[src/verilog/pdm_params.svh]
// pdm_params.svh: constants for the dma master backend timing block
// assumes inclusion by the package, the design file and the bench
`ifndef PDM_PARAMS_SVH
`define PDM_PARAMS_SVH
`define PDM_CLK_PERIOD_NS 5
`define PDM_IRDY_LIMIT_CYC 8
`define PDM_RD_STB_LIMIT_CYC 7
`define PDM_RD_STB_OLD_CYC 6
`define PDM_WR_BE_LIMIT_CYC 8
`define PDM_CNT_W 4
`define PDM_CNT_ONE 4'h1
`define PDM_CNT_ZERO 4'h0
`define PDM_BAR_W 3
`define PDM_BAR_RST 3'h0
`define PDM_CMD_RD 4'h6
`define PDM_CMD_WR 4'h7
`endif

[src/verilog/pdm_pkg.sv]
// pdm_pkg.sv: types for the dma master backend timing block
// assumes pdm_params.svh is on the include path
`include "pdm_params.svh"
package pdm_pkg;
  // master sequencer states, gray coded from idle through term
  typedef enum logic [2:0] {
    PDM_IDLE = 3'h0,
    PDM_START = 3'h1,
    PDM_ADDR = 3'h3,
    PDM_DATA = 3'h2,
    PDM_TERM = 3'h6
  } pdm_state_e;
  // backend control inputs grouped
  typedef struct packed {
    logic stop;
    logic wr_busy;
    logic rd_busy;
    logic stall;
  } pdm_ctl_s;
  typedef logic [`PDM_CNT_W-1:0] pdm_cnt_t;
endpackage

[src/verilog/pdm_master.sv]
// pdm_master.sv: dma bus master timing and backend flow control
// assumes pci clock at 200 MHz, backend logic on the same clock
//
// What this block does
// - irdyn is asserted at most eight clocks after framen is asserted.
// - a grant withdrawn before framen is asserted abandons the cycle.
// - a halt request from the backend stops the transfer in progress.
// - write hold blocks write starts and read hold blocks read starts.
// - a stall input lets a slow backend delay framen safely.
// - framen is held off while address, command and parity are driven.
// - active output is valid and window select set during the transfer.
// - one extra burst write may follow one clock after active drops.
`timescale 1ns/1ps
`default_nettype none
`include "pdm_params.svh"
module pdm_master
  import pdm_pkg::*;
(
  input wire logic clk,
  input wire logic rst_n,
  input wire logic dma_req,
  input wire logic dma_write,
  input wire logic [31:0] dma_addr,
  input wire logic [`PDM_BAR_W-1:0] dma_bar,
  input wire logic gnt_n,
  input wire logic trdy_n,
  input wire pdm_ctl_s ctl,
  input wire logic rd_data_ok,
  input wire logic write_enables_now,
  input wire logic last_word,
  output logic req_n,
  output logic frame_n,
  output logic frame_oe,
  output logic irdy_n,
  output logic irdy_oe,
  output logic [31:0] ad_out,
  output logic [3:0] cbe_n_out,
  output logic ad_oe,
  output logic par_out,
  output logic backend_cycle_start,
  output logic mast_active,
  output logic [`PDM_BAR_W-1:0] bar_select,
  output logic backend_wr,
  output logic dma_done
);

  //////////////////////////////////////////////////////////////////////////
  // state and next-state logic
  pdm_state_e state_q, state_d;
  pdm_cnt_t wait_q;
  logic wr_q, late_wr_q;
  logic start_ok, data_go, wait_max;

  // bus command for the transfer direction
  function automatic logic [3:0] cmd_of(input logic wr);
    return wr ? `PDM_CMD_WR : `PDM_CMD_RD;
  endfunction

  // busy holds gate the start per direction
  assign start_ok = dma_req && !gnt_n && !(dma_write ? ctl.wr_busy
                                                    : ctl.rd_busy);
  assign data_go = wr_q ? write_enables_now : rd_data_ok;
  assign wait_max = (wait_q == pdm_cnt_t'(`PDM_IRDY_LIMIT_CYC - 1));

  always_comb begin
    state_d = state_q;
    case (state_q)
      PDM_IDLE: begin
        if (start_ok) state_d = PDM_START;
      end
      PDM_START: begin
        if (gnt_n) state_d = PDM_IDLE;
        else if (ctl.stop) state_d = PDM_IDLE;
        else if (!ctl.stall) state_d = PDM_ADDR;
      end
      PDM_ADDR: state_d = PDM_DATA;
      PDM_DATA: begin
        // halt or last word ends with a normal termination
        if (ctl.stop || (last_word && !irdy_n && !trdy_n))
          state_d = PDM_TERM;
      end
      PDM_TERM: begin
        if (!trdy_n || irdy_n) state_d = PDM_IDLE;
      end
      default: state_d = PDM_IDLE;
    endcase
  end

  // state register
  always_ff @(posedge clk or negedge rst_n) begin
    if (!rst_n) state_q <= PDM_IDLE;
    else state_q <= state_d;
  end

  //////////////////////////////////////////////////////////////////////////
  // framen to irdyn counter, irdyn forced at the limit
  always_ff @(posedge clk or negedge rst_n) begin
    if (!rst_n) wait_q <= `PDM_CNT_ZERO;
    else if (state_q == PDM_ADDR) wait_q <= `PDM_CNT_ONE;
    else if (state_q == PDM_DATA && irdy_n && !wait_max)
      wait_q <= wait_q + `PDM_CNT_ONE;
    else if (state_q == PDM_IDLE) wait_q <= `PDM_CNT_ZERO;
  end

  // pci pin drivers
  always_ff @(posedge clk or negedge rst_n) begin
    if (!rst_n) begin
      req_n <= 1'b1;
      frame_n <= 1'b1;
      frame_oe <= 1'b0;
      irdy_n <= 1'b1;
      irdy_oe <= 1'b0;
    end else begin
      req_n <= !(dma_req || state_d != PDM_IDLE);
      frame_n <= !(state_d == PDM_ADDR || (state_d == PDM_DATA
                  && state_q != PDM_DATA) || (state_d == PDM_DATA
                  && !(last_word && data_go)));
      frame_oe <= (state_d != PDM_IDLE) && (state_d != PDM_START);
      // data ready or limit reached: irdy goes low
      irdy_n <= !((state_d == PDM_DATA && (data_go || wait_max))
                  || state_d == PDM_TERM);
      irdy_oe <= (state_d == PDM_DATA) || (state_d == PDM_TERM);
    end
  end

  // address, command and parity driven during startup
  always_ff @(posedge clk or negedge rst_n) begin
    if (!rst_n) begin
      ad_out <= 32'h0;
      cbe_n_out <= 4'h0;
      ad_oe <= 1'b0;
      par_out <= 1'b0;
      wr_q <= 1'b0;
    end else if (state_q == PDM_IDLE && start_ok) begin
      ad_out <= dma_addr;
      cbe_n_out <= cmd_of(dma_write);
      par_out <= ^{dma_addr, cmd_of(dma_write)};
      ad_oe <= 1'b1;
      wr_q <= dma_write;
    end else if (state_d == PDM_IDLE) begin
      ad_oe <= 1'b0;
    end
  end

  //////////////////////////////////////////////////////////////////////////
  // backend side signals
  always_ff @(posedge clk or negedge rst_n) begin
    if (!rst_n) begin
      backend_cycle_start <= 1'b0;
      mast_active <= 1'b0;
      bar_select <= `PDM_BAR_RST;
      backend_wr <= 1'b0;
      late_wr_q <= 1'b0;
      dma_done <= 1'b0;
    end else begin
      backend_cycle_start <= (state_q == PDM_IDLE) && start_ok;
      mast_active <= (state_d != PDM_IDLE);
      if (state_q == PDM_IDLE && start_ok) bar_select <= dma_bar;
      // one extra write may land after active drops
      late_wr_q <= wr_q && state_q == PDM_TERM && !trdy_n;
      backend_wr <= (wr_q && state_q == PDM_DATA && !irdy_n && !trdy_n)
                    || late_wr_q;
      dma_done <= (state_q != PDM_IDLE) && (state_d == PDM_IDLE);
    end
  end

  //////////////////////////////////////////////////////////////////////////
  // checks
  a_irdy_limit: assert property (@(posedge clk) disable iff (!rst_n)
    $fell(frame_n) |-> ##[0:8] !irdy_n)
    else $error("irdy not asserted within eight clocks of frame");
  a_grant_loss: assert property (@(posedge clk) disable iff (!rst_n)
    (state_q == PDM_START && gnt_n) |=> state_q == PDM_IDLE)
    else $error("dma cycle not abandoned on grant loss");
  a_stop_halts: assert property (@(posedge clk) disable iff (!rst_n)
    (state_q == PDM_DATA && ctl.stop) |=> state_q == PDM_TERM)
    else $error("halt request did not stop the transfer");
  a_halt_start: assert property (@(posedge clk) disable iff (!rst_n)
    (state_q == PDM_START && ctl.stop && !gnt_n) |=> state_q == PDM_IDLE)
    else $error("halt request did not abandon the startup");
  a_wr_hold: assert property (@(posedge clk) disable iff (!rst_n)
    (state_q == PDM_IDLE && ctl.wr_busy && dma_write)
      |=> state_q == PDM_IDLE)
    else $error("write started during write hold");
  a_rd_hold: assert property (@(posedge clk) disable iff (!rst_n)
    (state_q == PDM_IDLE && ctl.rd_busy && !dma_write)
      |=> state_q == PDM_IDLE)
    else $error("read started during read hold");
  a_stall_hold: assert property (@(posedge clk) disable iff (!rst_n)
    (state_q == PDM_START && ctl.stall && !gnt_n && !ctl.stop)
      |=> frame_n)
    else $error("frame asserted while stalled");
  a_addr_before: assert property (@(posedge clk) disable iff (!rst_n)
    $fell(frame_n) |-> ad_oe && $past(ad_oe))
    else $error("address not driven before frame");
  a_cmd_parity: assert property (@(posedge clk) disable iff (!rst_n)
    $fell(frame_n) |-> par_out == ^{ad_out, cbe_n_out})
    else $error("parity does not match address and command");
  a_active_xfer: assert property (@(posedge clk) disable iff (!rst_n)
    !irdy_n |-> mast_active)
    else $error("active low during a data phase");
  a_bar_stable: assert property (@(posedge clk) disable iff (!rst_n)
    mast_active && $past(mast_active) |-> $stable(bar_select))
    else $error("window select changed during the transfer");
  a_late_write: assert property (@(posedge clk) disable iff (!rst_n)
    backend_wr && !mast_active |-> $past(mast_active, 2))
    else $error("late write more than one clock after active");
  a_term_done: assert property (@(posedge clk) disable iff (!rst_n)
    state_q == PDM_TERM |-> ##[1:8] state_q == PDM_IDLE)
    else $error("termination did not complete");
  c_read_burst: cover property (@(posedge clk) disable iff (!rst_n)
    backend_cycle_start && !wr_q ##[1:20] dma_done);
  c_write_burst: cover property (@(posedge clk) disable iff (!rst_n)
    backend_wr ##1 backend_wr);
  c_grant_loss: cover property (@(posedge clk) disable iff (!rst_n)
    state_q == PDM_START && gnt_n);
  c_late_write: cover property (@(posedge clk) disable iff (!rst_n)
    backend_wr && !mast_active);

endmodule // pdm_master
`default_nettype wire

[config.mk]
export PLATFORM = sky130hd
export DESIGN_NAME = pdm_master
export DESIGN_NICKNAME = d
export VERILOG_FILES = /design/src/verilog/pdm_pkg.sv /design/src/verilog/pdm_master.sv
export VERILOG_INCLUDE_DIRS = /design/src /design/src/verilog
export SDC_FILE = /design/constraint.sdc
export NUM_CORES = 1
export LEC_CHECK = 0
export ABC_AREA = 1
export BUFFER_PORTS_ARGS = -buffer_cell sky130_fd_sc_hd__buf_2
export CORE_UTILIZATION = 24
export DETAILED_ROUTE_END_ITERATION = 10
export PLACE_DENSITY = 0.49
export SYNTH_ARGS = -nofsm -noshare
export SYNTH_HDL_FRONTEND = slang
export SYNTH_SLANG_ARGS = --single-unit
[constraint.sdc]
create_clock -name clk -period 2 [get_ports clk]
set_clock_uncertainty 0.1 [all_clocks]
set_input_delay 0.3 -clock clk [delete_from_list [all_inputs] [get_ports clk]]
set_output_delay 0.3 -clock clk [all_outputs]
set_load 0.02 [all_outputs]
==> results of run 1 <==
## cells by family (layout without fill, tap and decap cells)
logic type | after synthesis | count (layout) | synth area share
AOI/OAI and AO/OA | 30 | 30 | 0.06052
adders and majority gates | 1 | 1 | 0.004291
DFF | 56 | 56 | 0.4820
and+or+nand+nor | 241 | 241 | 0.3283
xor gates and xnor gates | 16 | 16 | 0.04807
other | 1 | 1 | 0.001286
buffers and inverters | 47 | 145 | 0.07554
## final timing paths
check,cells past startpoint,slack [ps],startpoint,end
worst max-delay path,7,280,state_q[2]$_DFF_PN0_,ad_out[9]$_DFFE_PN0P_
worst min-delay path,2,50,dma_req,req_n$_DFF_PN1_
worst max register to register,7,280,state_q[2]$_DFF_PN0_,ad_out[9]$_DFFE_PN0P_
worst min register to register,1,380,late_wr_q$_DFF_PN0_,backend_wr$_DFF_PN0_
max in group asynchronous,3,950,rst_n,frame_n$_DFF_PN1_
min in group asynchronous,3,450,rst_n,ad_out[1]$_DFFE_PN0P_
## stage by stage
| stage | instance area (um^2) | utilization | cells |
|---|---|---|---|
| floorplan | 2915 | - | 392 |
| global placement | 3520 | 0.3031 | 624 |
| detailed placement | 3520 | 0.3031 | 624 |
| CTS | 3712 | 0.3197 | 633 |
| global route | 3712 | 0.3197 | 633 |
| finish | 3712 | 0.3197 | 633 |
## registers in the layout, summed over array words and instances (netlist names)
signal and count:
ad_out 32, wait_q 4, bar_select 3, state_q 3
cbe_n_out 2, ad_oe 1, backend_cycle_start 1, backend_wr 1
dma_done 1, frame_n 1, frame_oe 1, irdy_n 1
irdy_oe 1, late_wr_q 1, mast_active 1, par_out 1
req_n 1
## layer usage
| metal | routed length, um | vias to the layer above |
|---|---|---|
| met3 | 403 | 7 |
| met2 | 3493 | 63 |
| li1 | - | 1387 |
| met4 | 70 | 0 |
| met1 | 3147 | 1216 |
| met5 | 0 | - |
## layout by cell type (no fill, tap or decap)
cell and instances:
ha_1 1, nor3_1 2, xor2_1 7, bufinv_16 1, o21ai_0 21, o21bai_1 1
a31oi_1 1, dfstp_2 3, nand2_2 2, xnor2_1 9, buf_2 96, nand3b_1 1
o21ai_1 1, o31ai_1 1, a41o_1 1, nor2_1 16, or2_2 1, nand3_1 14
buf_4 4, clkbuf_8 2, clkbuf_16 5, inv_2 3, inv_1 33, conb_1 1
a32o_1 1, nor3_2 1, dfrtp_1 53, nor3_4 1, nand2_1 202, a211oi_2 1
a21boi_0 1, a21oi_1 1, and3_1 1, dlygate4sd3_1 1
## critical path, cell delays in order (launching register included)
cell      delay, ps
dfrtp_1         410
nor3_2          260
inv_2            90
a211oi_2        170
nand2_2         100
buf_4           270
nand2_1         100
o21ai_0          80
## power by group through the flow
stage | sequential, uW | clock, uW | combinational [uW]
after floorplan | 2400 | 0 | 736
after global placement | 1870 | 0 | 1950
after detailed placement | 1880 | 0 | 1970
after CTS | 1870 | 1110 | 1970
after global routing | 1920 | 1160 | 2160
final | 1860 | 1070 | 1930
## area by class of cell
type,instances,area share
Sequential cell,56,0.3785
Multi-Input combinational cell,289,0.3475
Timing Repair Buffer,101,0.1402
Tap cell,143,0.04820
Clock buffer,7,0.04112
Inverter,36,0.03640
Clock inverter,1,0.008089
==> reports/metrics.yaml, run 1 <==
power_switching_share: 0.3996
period_share: 0.8605
drt_first_pass_iters: 7
status: "complete, but fails checks"
cts_max_level: 2
min_period_ps: 1721
drtIter0Drc: 114
initial_core_util: 0.2510
synth_area_leaders: "dfrtp_1, nand2_1, inv_1, o21ai_0, dfstp_2"
pre_cts_slack_ps: 263.1
drv_slew: 0
grt_pass1_vias: 2606
multi_input_comb_area_um2: 1290
crit_required_ps: 2060
overflow: 0
syn_area_um2: 2915
crit_fanout: 45
synth_top_flop_cell: "dfrtp_1"
ir_drop_v: 0.0004171
yosys_warnings: 0
nNetsFinal: 538
rsz0062_at_grt: "no"
cts_tree: "yes"
critPathArrivalTime_ps: 1780
fin_ws_ps: 279.0
synth-edff-count: 0
power_frac_clock: 0.220
seqPwrFrac: 0.382
die_area_um2: 12590
clkTransAtPathRegs_ps: 70
combPwrFrac: 0.398
root_buffer: "clkbuf_16"
final.fill_count: 1254
synth_top_area_share: 0.4549
drive_gt1_frac: 0.2449
worstSetupPathType: "register to register"
async_flop_share: 1.000
yosysUniqueCellTypes: 32
power.leakage_uw: 0.002157
busiest_layer: "met2"
use_met2: 0.2112
timing.max_cap.violations: 0
antenna_found_initial: 0
endpoint_kind: "register"
diodes: 0
grtUsageTotal: 0.1199
globalplace.congestion: 0.8158
avgSynthCellArea_um2: 7.437
setup_tns_ps: 0
via_count: 2673
max_freq_ghz: 0.5811
insertion_delay_ps: 290
cts.sinks: 56
die_y_um: 112.2
regArea_um2: 1405
met1_usage: 0.1430
synthesis.nets: 441
grt_pass1_wl_um: 12100
hold_buffers: 1
power_switching_uw: 1939
via_per_inst: 4.223
dp_hpwl_um: 5501
use_met3: 0.03132
wirelength_um: 7115
cp-start-kind: "register"
synth_area_leader_cell: "dfrtp_1"
synth_cells: 392
violations: "design-rule violations"
ys_ff_latch: 56
rows: 39
p_per_area_nw_per_um2: 1307
cts_buffer_depth: 2
ant_nets: 0
finalSetupViolations: 0
final-hold-violation-count: 0
ctsResizeCount: 0
hp-class: "input port to register"
postCtsSetupRepairBufs: 0
drcViolationCount: 7
wl_per_cell_um: 11.24
p_total_uw: 4852
grt_max_degree: 46
synth_common_cells: "nand2_1, dfrtp_1, inv_1"
ys_seq_area_frac: 0.4820
ioPinCount: 98
port_buffers: 96
hold_ws_ps: 48.30
die_w_um: 112.2
post-synth-top-count-cell: "nand2_1"
coreArea_um2: 11610
area_growth_pct: 27.34
internal_power_uw: 2913
numCtsBuffers: 5
Note: power is estimated with default switching activity, not from simulation.
==> run 2, diff against run 1 <==
--- a/config.mk
+++ b/config.mk
@@ -8,8 +8,10 @@
 export LEC_CHECK = 0
 export ABC_AREA = 1
 export BUFFER_PORTS_ARGS = -buffer_cell sky130_fd_sc_hd__buf_2
+export CORE_MARGIN = 2
 export CORE_UTILIZATION = 24
 export DETAILED_ROUTE_END_ITERATION = 10
+export MAX_ROUTING_LAYER = met4
 export PLACE_DENSITY = 0.49
 export SYNTH_ARGS = -nofsm -noshare
 export SYNTH_HDL_FRONTEND = slang
==> run 2 against run 1 <==
- the flow now finishes without violations
- count of clock-buffer cells in the layout fell by 2
- combinational power about the same
- non-clock buffer count unchanged
- global-route usage decreased by 0.33 points
- routed wire length rose by 1.3%
- critical path depth did not move
- highest routed layer unchanged
==> reports/metrics.yaml, run 2 (synthesis results as in run 1) <==
period_share: 0.8733
crit_fanout: 42
diodes: 0
min_period_ps: 1747
final_common_cell: "nand2_1"
antenna_found_initial: 0
min_path_cells: 2
endpoint_kind: "register"
internal_power_uw: 2852
largest_register_ffs: 32
critPathArrivalTime_ps: 1810
crit_chain: "nor3_2, inv_2, a211oi_2, nand2_2, buf_4, nand2_1, o21ai_0"
setup_tns_ps: 0
grt_pass1_vias: 2580
final-hold-violation-count: 0
cts.sinks: 56
drive_gt1_frac: 0.2449
via_count: 2668
status: "completed"
die_area_um2: 13050
wirelength_um: 7205
dp_hpwl_um: 5548
r2r.worst_path.cells: 7
rsz0062_at_grt: "no"
finalSetupViolations: 0
globalplace.congestion: 0.7643
ctsResizeCount: 0
overflow: 0
via_per_inst: 4.188
seqPwrFrac: 0.383
wl_per_cell_um: 11.31
numCtsBuffers: 5
die_w_um: 114.2
hp-class: "input port to register"
power_switching_uw: 1972
grt_pass1_wl_um: 11840
final.fill_count: 1302
nNetsFinal: 538
power_switching_share: 0.4088
p_per_area_nw_per_um2: 1297
crit_required_ps: 2070
cts_buffer_depth: 2
worst-path-buf-inv: 2
max_freq_ghz: 0.5726
drtIter0Drc: 73
rows: 40
timing.max_cap.violations: 0
insertion_delay_ps: 300
drt_first_pass_iters: 4
ioPinCount: 98
cts_tree: "yes"
port_buffers: 96
cts_max_level: 2
cp_slowest_cell: "dfrtp_1"
max_slew_margin: 0.6182
area_growth_pct: 27.60
crit_cells: 7
stdcell_count: 637
root_buffer: "clkbuf_16"
placed_cells: 628
critPathMaxStageDelay_ps: 410
power.leakage_uw: 0.002155
path_delay_family: "simple AND/OR/NAND/NOR gates"
drv_slew: 0
clkTransAtPathRegs_ps: 70
initial_core_util: 0.2447
reg_top3: "ad_out: 32 flops, wait_q: 4 flops"
grt_max_degree: 43
top_register: "ad_out"
combPwrFrac: 0.402
power_frac_clock: 0.215
cp-start-kind: "register"
ant_nets: 0
worstSetupPathType: "register to register"
ir_drop_v: 0.0005354
die_y_um: 114.2
drcViolationCount: 0
timing_worst_slew_pin_value_ps: 572.7
mostFrequentLayoutCells: "nand2_1, buf_2, dfrtp_1, inv_1, o21ai_0"
grtUsageTotal: 0.1166
coreArea_um2: 11910
==> run 2: final timing paths <==
check                                startpoint                       end  slack, ps
min                                     dma_req           req_n$_DFF_PN1_         50
max in group asynchronous                 rst_n  cbe_n_out[1]$_DFFE_PN0P_        800
max reg2reg                state_q[2]$_DFF_PN0_     ad_out[9]$_DFFE_PN0P_        250
max                        state_q[2]$_DFF_PN0_     ad_out[9]$_DFFE_PN0P_        250
min in group asynchronous                 rst_n         irdy_oe$_DFF_PN0_        430
min reg2reg                 late_wr_q$_DFF_PN0_      backend_wr$_DFF_PN0_        350
==> run 2: area by class of cell <==
class	count	area, um^2	area share
clock buffer	5	125.1	0.03364
tap	147	183.9	0.04944
sequential	56	1405	0.3777
multi-input combinational	289	1290	0.3468
inverter	36	135.1	0.03633
clock inverter	3	47.55	0.01278
timing repair buffer	101	533.0	0.1433
==> run 2: timing repair <==
item | 4_1_cts | 5_1_grt
hold buffers | 1 | 0
hold endpoints to repair | 19 | 0
setup buffers | 0 | 0
==> run 2: routing by layer <==
metal / wire (um) / track usage / part of all wire
met3: 334 / 0.02435 / 0.046
met2: 3585 / 0.2028 / 0.50
met4: 78 / 0.03171 / 0.011
met1: 3206 / 0.1370 / 0.44
met5: 0 / - / 0
==> run 2: metrics by stage <==
stage                     total power, uW    util  hold WS [ps]  setup WS [ps]  area, um^2
final                                4824  0.3123         45.86          253.5        3720
after global routing                 5194  0.3123         34.56          81.60        3720
after CTS                            4916  0.3123         34.69          236.6        3720
after detailed placement             3845  0.2970         238.1          259.6        3537
after global placement               3814  0.2970         238.2          306.6        3537
after floorplan                      3133       -        -95.59          475.5        2915
==> run 2: power by group through the flow <==
stage | registers (uW) | logic [uW] | clock network, uW
after CTS | 1860 | 1980 | 1080
final | 1850 | 1940 | 1040
after detailed placement | 1870 | 1970 | 0
after global routing | 1910 | 2170 | 1110
after global placement | 1870 | 1950 | 0
after floorplan | 2400 | 736 | 0
==> run 2: worst reg2reg max path, delay by kind of cell, from the launching register on <==
kind / cells / cell delay [ps]
AOI/OAI and AO/OA: 2 / 280
buffers and inverters: 2 / 360
DFF: 1 / 410
and+or+nand+nor: 3 / 480
==> run 3, diff against run 2 <==
--- a/config.mk
+++ b/config.mk
@@ -8,11 +8,14 @@
 export LEC_CHECK = 0
 export ABC_AREA = 1
 export BUFFER_PORTS_ARGS = -buffer_cell sky130_fd_sc_hd__buf_2
+export CELL_PAD_IN_SITES_DETAIL_PLACEMENT = 1
+export CELL_PAD_IN_SITES_GLOBAL_PLACEMENT = 1
+export CORE_ASPECT_RATIO = 1.5
 export CORE_MARGIN = 2
 export CORE_UTILIZATION = 24
 export DETAILED_ROUTE_END_ITERATION = 10
 export MAX_ROUTING_LAYER = met4
-export PLACE_DENSITY = 0.49
+export PLACE_DENSITY = 0.63
 export SYNTH_ARGS = -nofsm -noshare
 export SYNTH_HDL_FRONTEND = slang
 export SYNTH_SLANG_ARGS = --single-unit
==> run 3 against run 2 <==
- non-clock buffer count did not move
- cell area fell by 0.47%
- largest power group unchanged
- worst hold slack gained 28 ps
- register-to-register slack about the same
- flip-flop and latch count did not move
- sequential power about the same
- via count increased by 4.3%
- global-route usage rose by 2.0 points
- fmax grew 0.78%
==> reports/metrics.yaml, run 3 (synthesis results as in run 1) <==
rows: 49
rsz0062_at_grt: "no"
antenna_found_initial: 0
fin_ws_ps: 267.0
regArea_um2: 1405
area_growth_pct: 27.00
nNetsFinal: 538
place_area_um2: 3545
drcViolationCount: 0
coreArea_um2: 11890
final-hold-violation-count: 0
die_w_um: 93.99
postCtsSetupRepairBufs: 0
reg_top3: "ad_out: 32 flops, wait_q: 4 flops"
multi_input_comb_area_um2: 1290
final_common_cell: "nand2_1"
power_frac_clock: 0.187
drtIter0Drc: 80
via_per_inst: 4.327
cts_max_level: 2
wl_per_cell_um: 12.86
root_buffer: "clkbuf_16"
worstSetupPathType: "register to register"
internal_power_uw: 2728
seqPwrFrac: 0.391
final.fill_count: 1514
endpoint_kind: "register"
min_period_ps: 1733
p_per_area_nw_per_um2: 1282
crit_path_frequent_cell: "inv_2"
ir_drop_v: 0.0003944
path_delay_family: "simple AND/OR/NAND/NOR gates"
pre_cts_slack_ps: 243.5
power_switching_uw: 2019
combPwrFrac: 0.421
numCtsBuffers: 5
clkTransAtPathRegs_ps: 80
initial_core_util: 0.2451
overflow: 0
critPathMaxStageDelay_ps: 420
cts.sinks: 56
top_register: "ad_out"
cp-start-kind: "register"
power_switching_share: 0.4253
max_freq_ghz: 0.5770
drive_gt1_frac: 0.2449
globalplace.congestion: 0.7843
wirelength_um: 8267
ioPinCount: 98
critPathArrivalTime_ps: 1860
worst-path-buf-inv: 2
finalInstanceArea_um2: 3702
drt_first_pass_iters: 6
period_share: 0.8665
via_count: 2782
crit_chain: "nor3_2, inv_2, a211oi_2, nand2_2, inv_2, nand3_1, nand2_1"
cp_slowest_cell: "dfrtp_1"
grtUsageTotal: 0.1367
mostFrequentLayoutCells: "nand2_1, buf_2, dfrtp_1, inv_1, o21ai_0"
crit_fanout: 22
dp_hpwl_um: 6896
hp-class: "input port to register"
diodes: 0
power.leakage_uw: 0.002145
timing.max_cap.violations: 0
cts_buffer_depth: 2
grt_pass1_wl_um: 13860
setup_tns_ps: 0
finalSetupViolations: 0
die_area_um2: 13060
port_buffers: 96
drv_slew: 0
ant_nets: 0
cts_tree: "yes"
status: "completed"
largest_register_ffs: 32
crit_required_ps: 2130
grt_max_degree: 39
die_y_um: 139.0
grt_pass1_vias: 3014
insertion_delay_ps: 290
-- run 3: cell count changes in the layout (fill, tap and decap cells not counted), sizes merged --
| cell | previous run | this run |
|---|---|---|
| bufinv | 1 | 0 |
| inv | 36 | 37 |
-- run 3: through the flow --
| stage | power [uW] | util | instances | hold WS [ps] |
|---|---|---|---|---|
| 2_1_floorplan | 3133 | - | 392 | -95.59 |
| 3_3_place_gp | 3859 | 0.2980 | 634 | 191.4 |
| 3_5_place_dp | 3939 | 0.2980 | 634 | 197.4 |
| 4_1_cts | 4859 | 0.3113 | 643 | 65.93 |
| 5_1_grt | 5134 | 0.3113 | 643 | 68.44 |
| 6_report | 4746 | 0.3113 | 643 | 74.08 |
-- run 3: final timing paths --
path                                       from               endpoint  slack (ps)  cells past startpoint
max                        state_q[2]$_DFF_PN0_    par_out$_DFFE_PN0P_         270                      7
min                                     dma_req        req_n$_DFF_PN1_          70                      2
max reg2reg                state_q[2]$_DFF_PN0_    par_out$_DFFE_PN0P_         270                      7
min reg2reg                 late_wr_q$_DFF_PN0_   backend_wr$_DFF_PN0_         350                      1
max in group asynchronous                 rst_n        req_n$_DFF_PN1_         770                      3
min in group asynchronous                 rst_n  ad_out[5]$_DFFE_PN0P_         410                      2
-- run 3: power by group through the flow --
| stage | Combinational (uW) | Sequential, uW | Clock (uW) |
|---|---|---|---|
| 3_3_place_gp | 1990 | 1870 | 0 |
| 3_5_place_dp | 2050 | 1890 | 0 |
| 2_1_floorplan | 736 | 2400 | 0 |
| 6_report | 2000 | 1860 | 889 |
| 5_1_grt | 2220 | 1930 | 984 |
| 4_1_cts | 2060 | 1870 | 931 |
-- run 3: repair_timing --
action | CTS | global route
resized for setup | 0 | 0
hold endpoints to repair | 18 | 0
hold buffers | 1 | 0
-- run 3: cell type report --
type | instances | area share
clock buffers | 5 | 0.03380
clock inverters | 3 | 0.006083
flip-flops and latches | 56 | 0.3795
repair buffers | 101 | 0.1440
well taps | 153 | 0.05171
inverters | 36 | 0.03650
multi-input cells | 289 | 0.3484
-- run 3: per-layer routing --
layer / vias up / routed length (um) / global-route usage
met5: - / 0 / -
met3: 12 / 248 / 0.01522
li1: 1388 / - / -
met1: 1324 / 2952 / 0.1328
met2: 58 / 4860 / 0.2673
met4: 0 / 206 / 0.05111
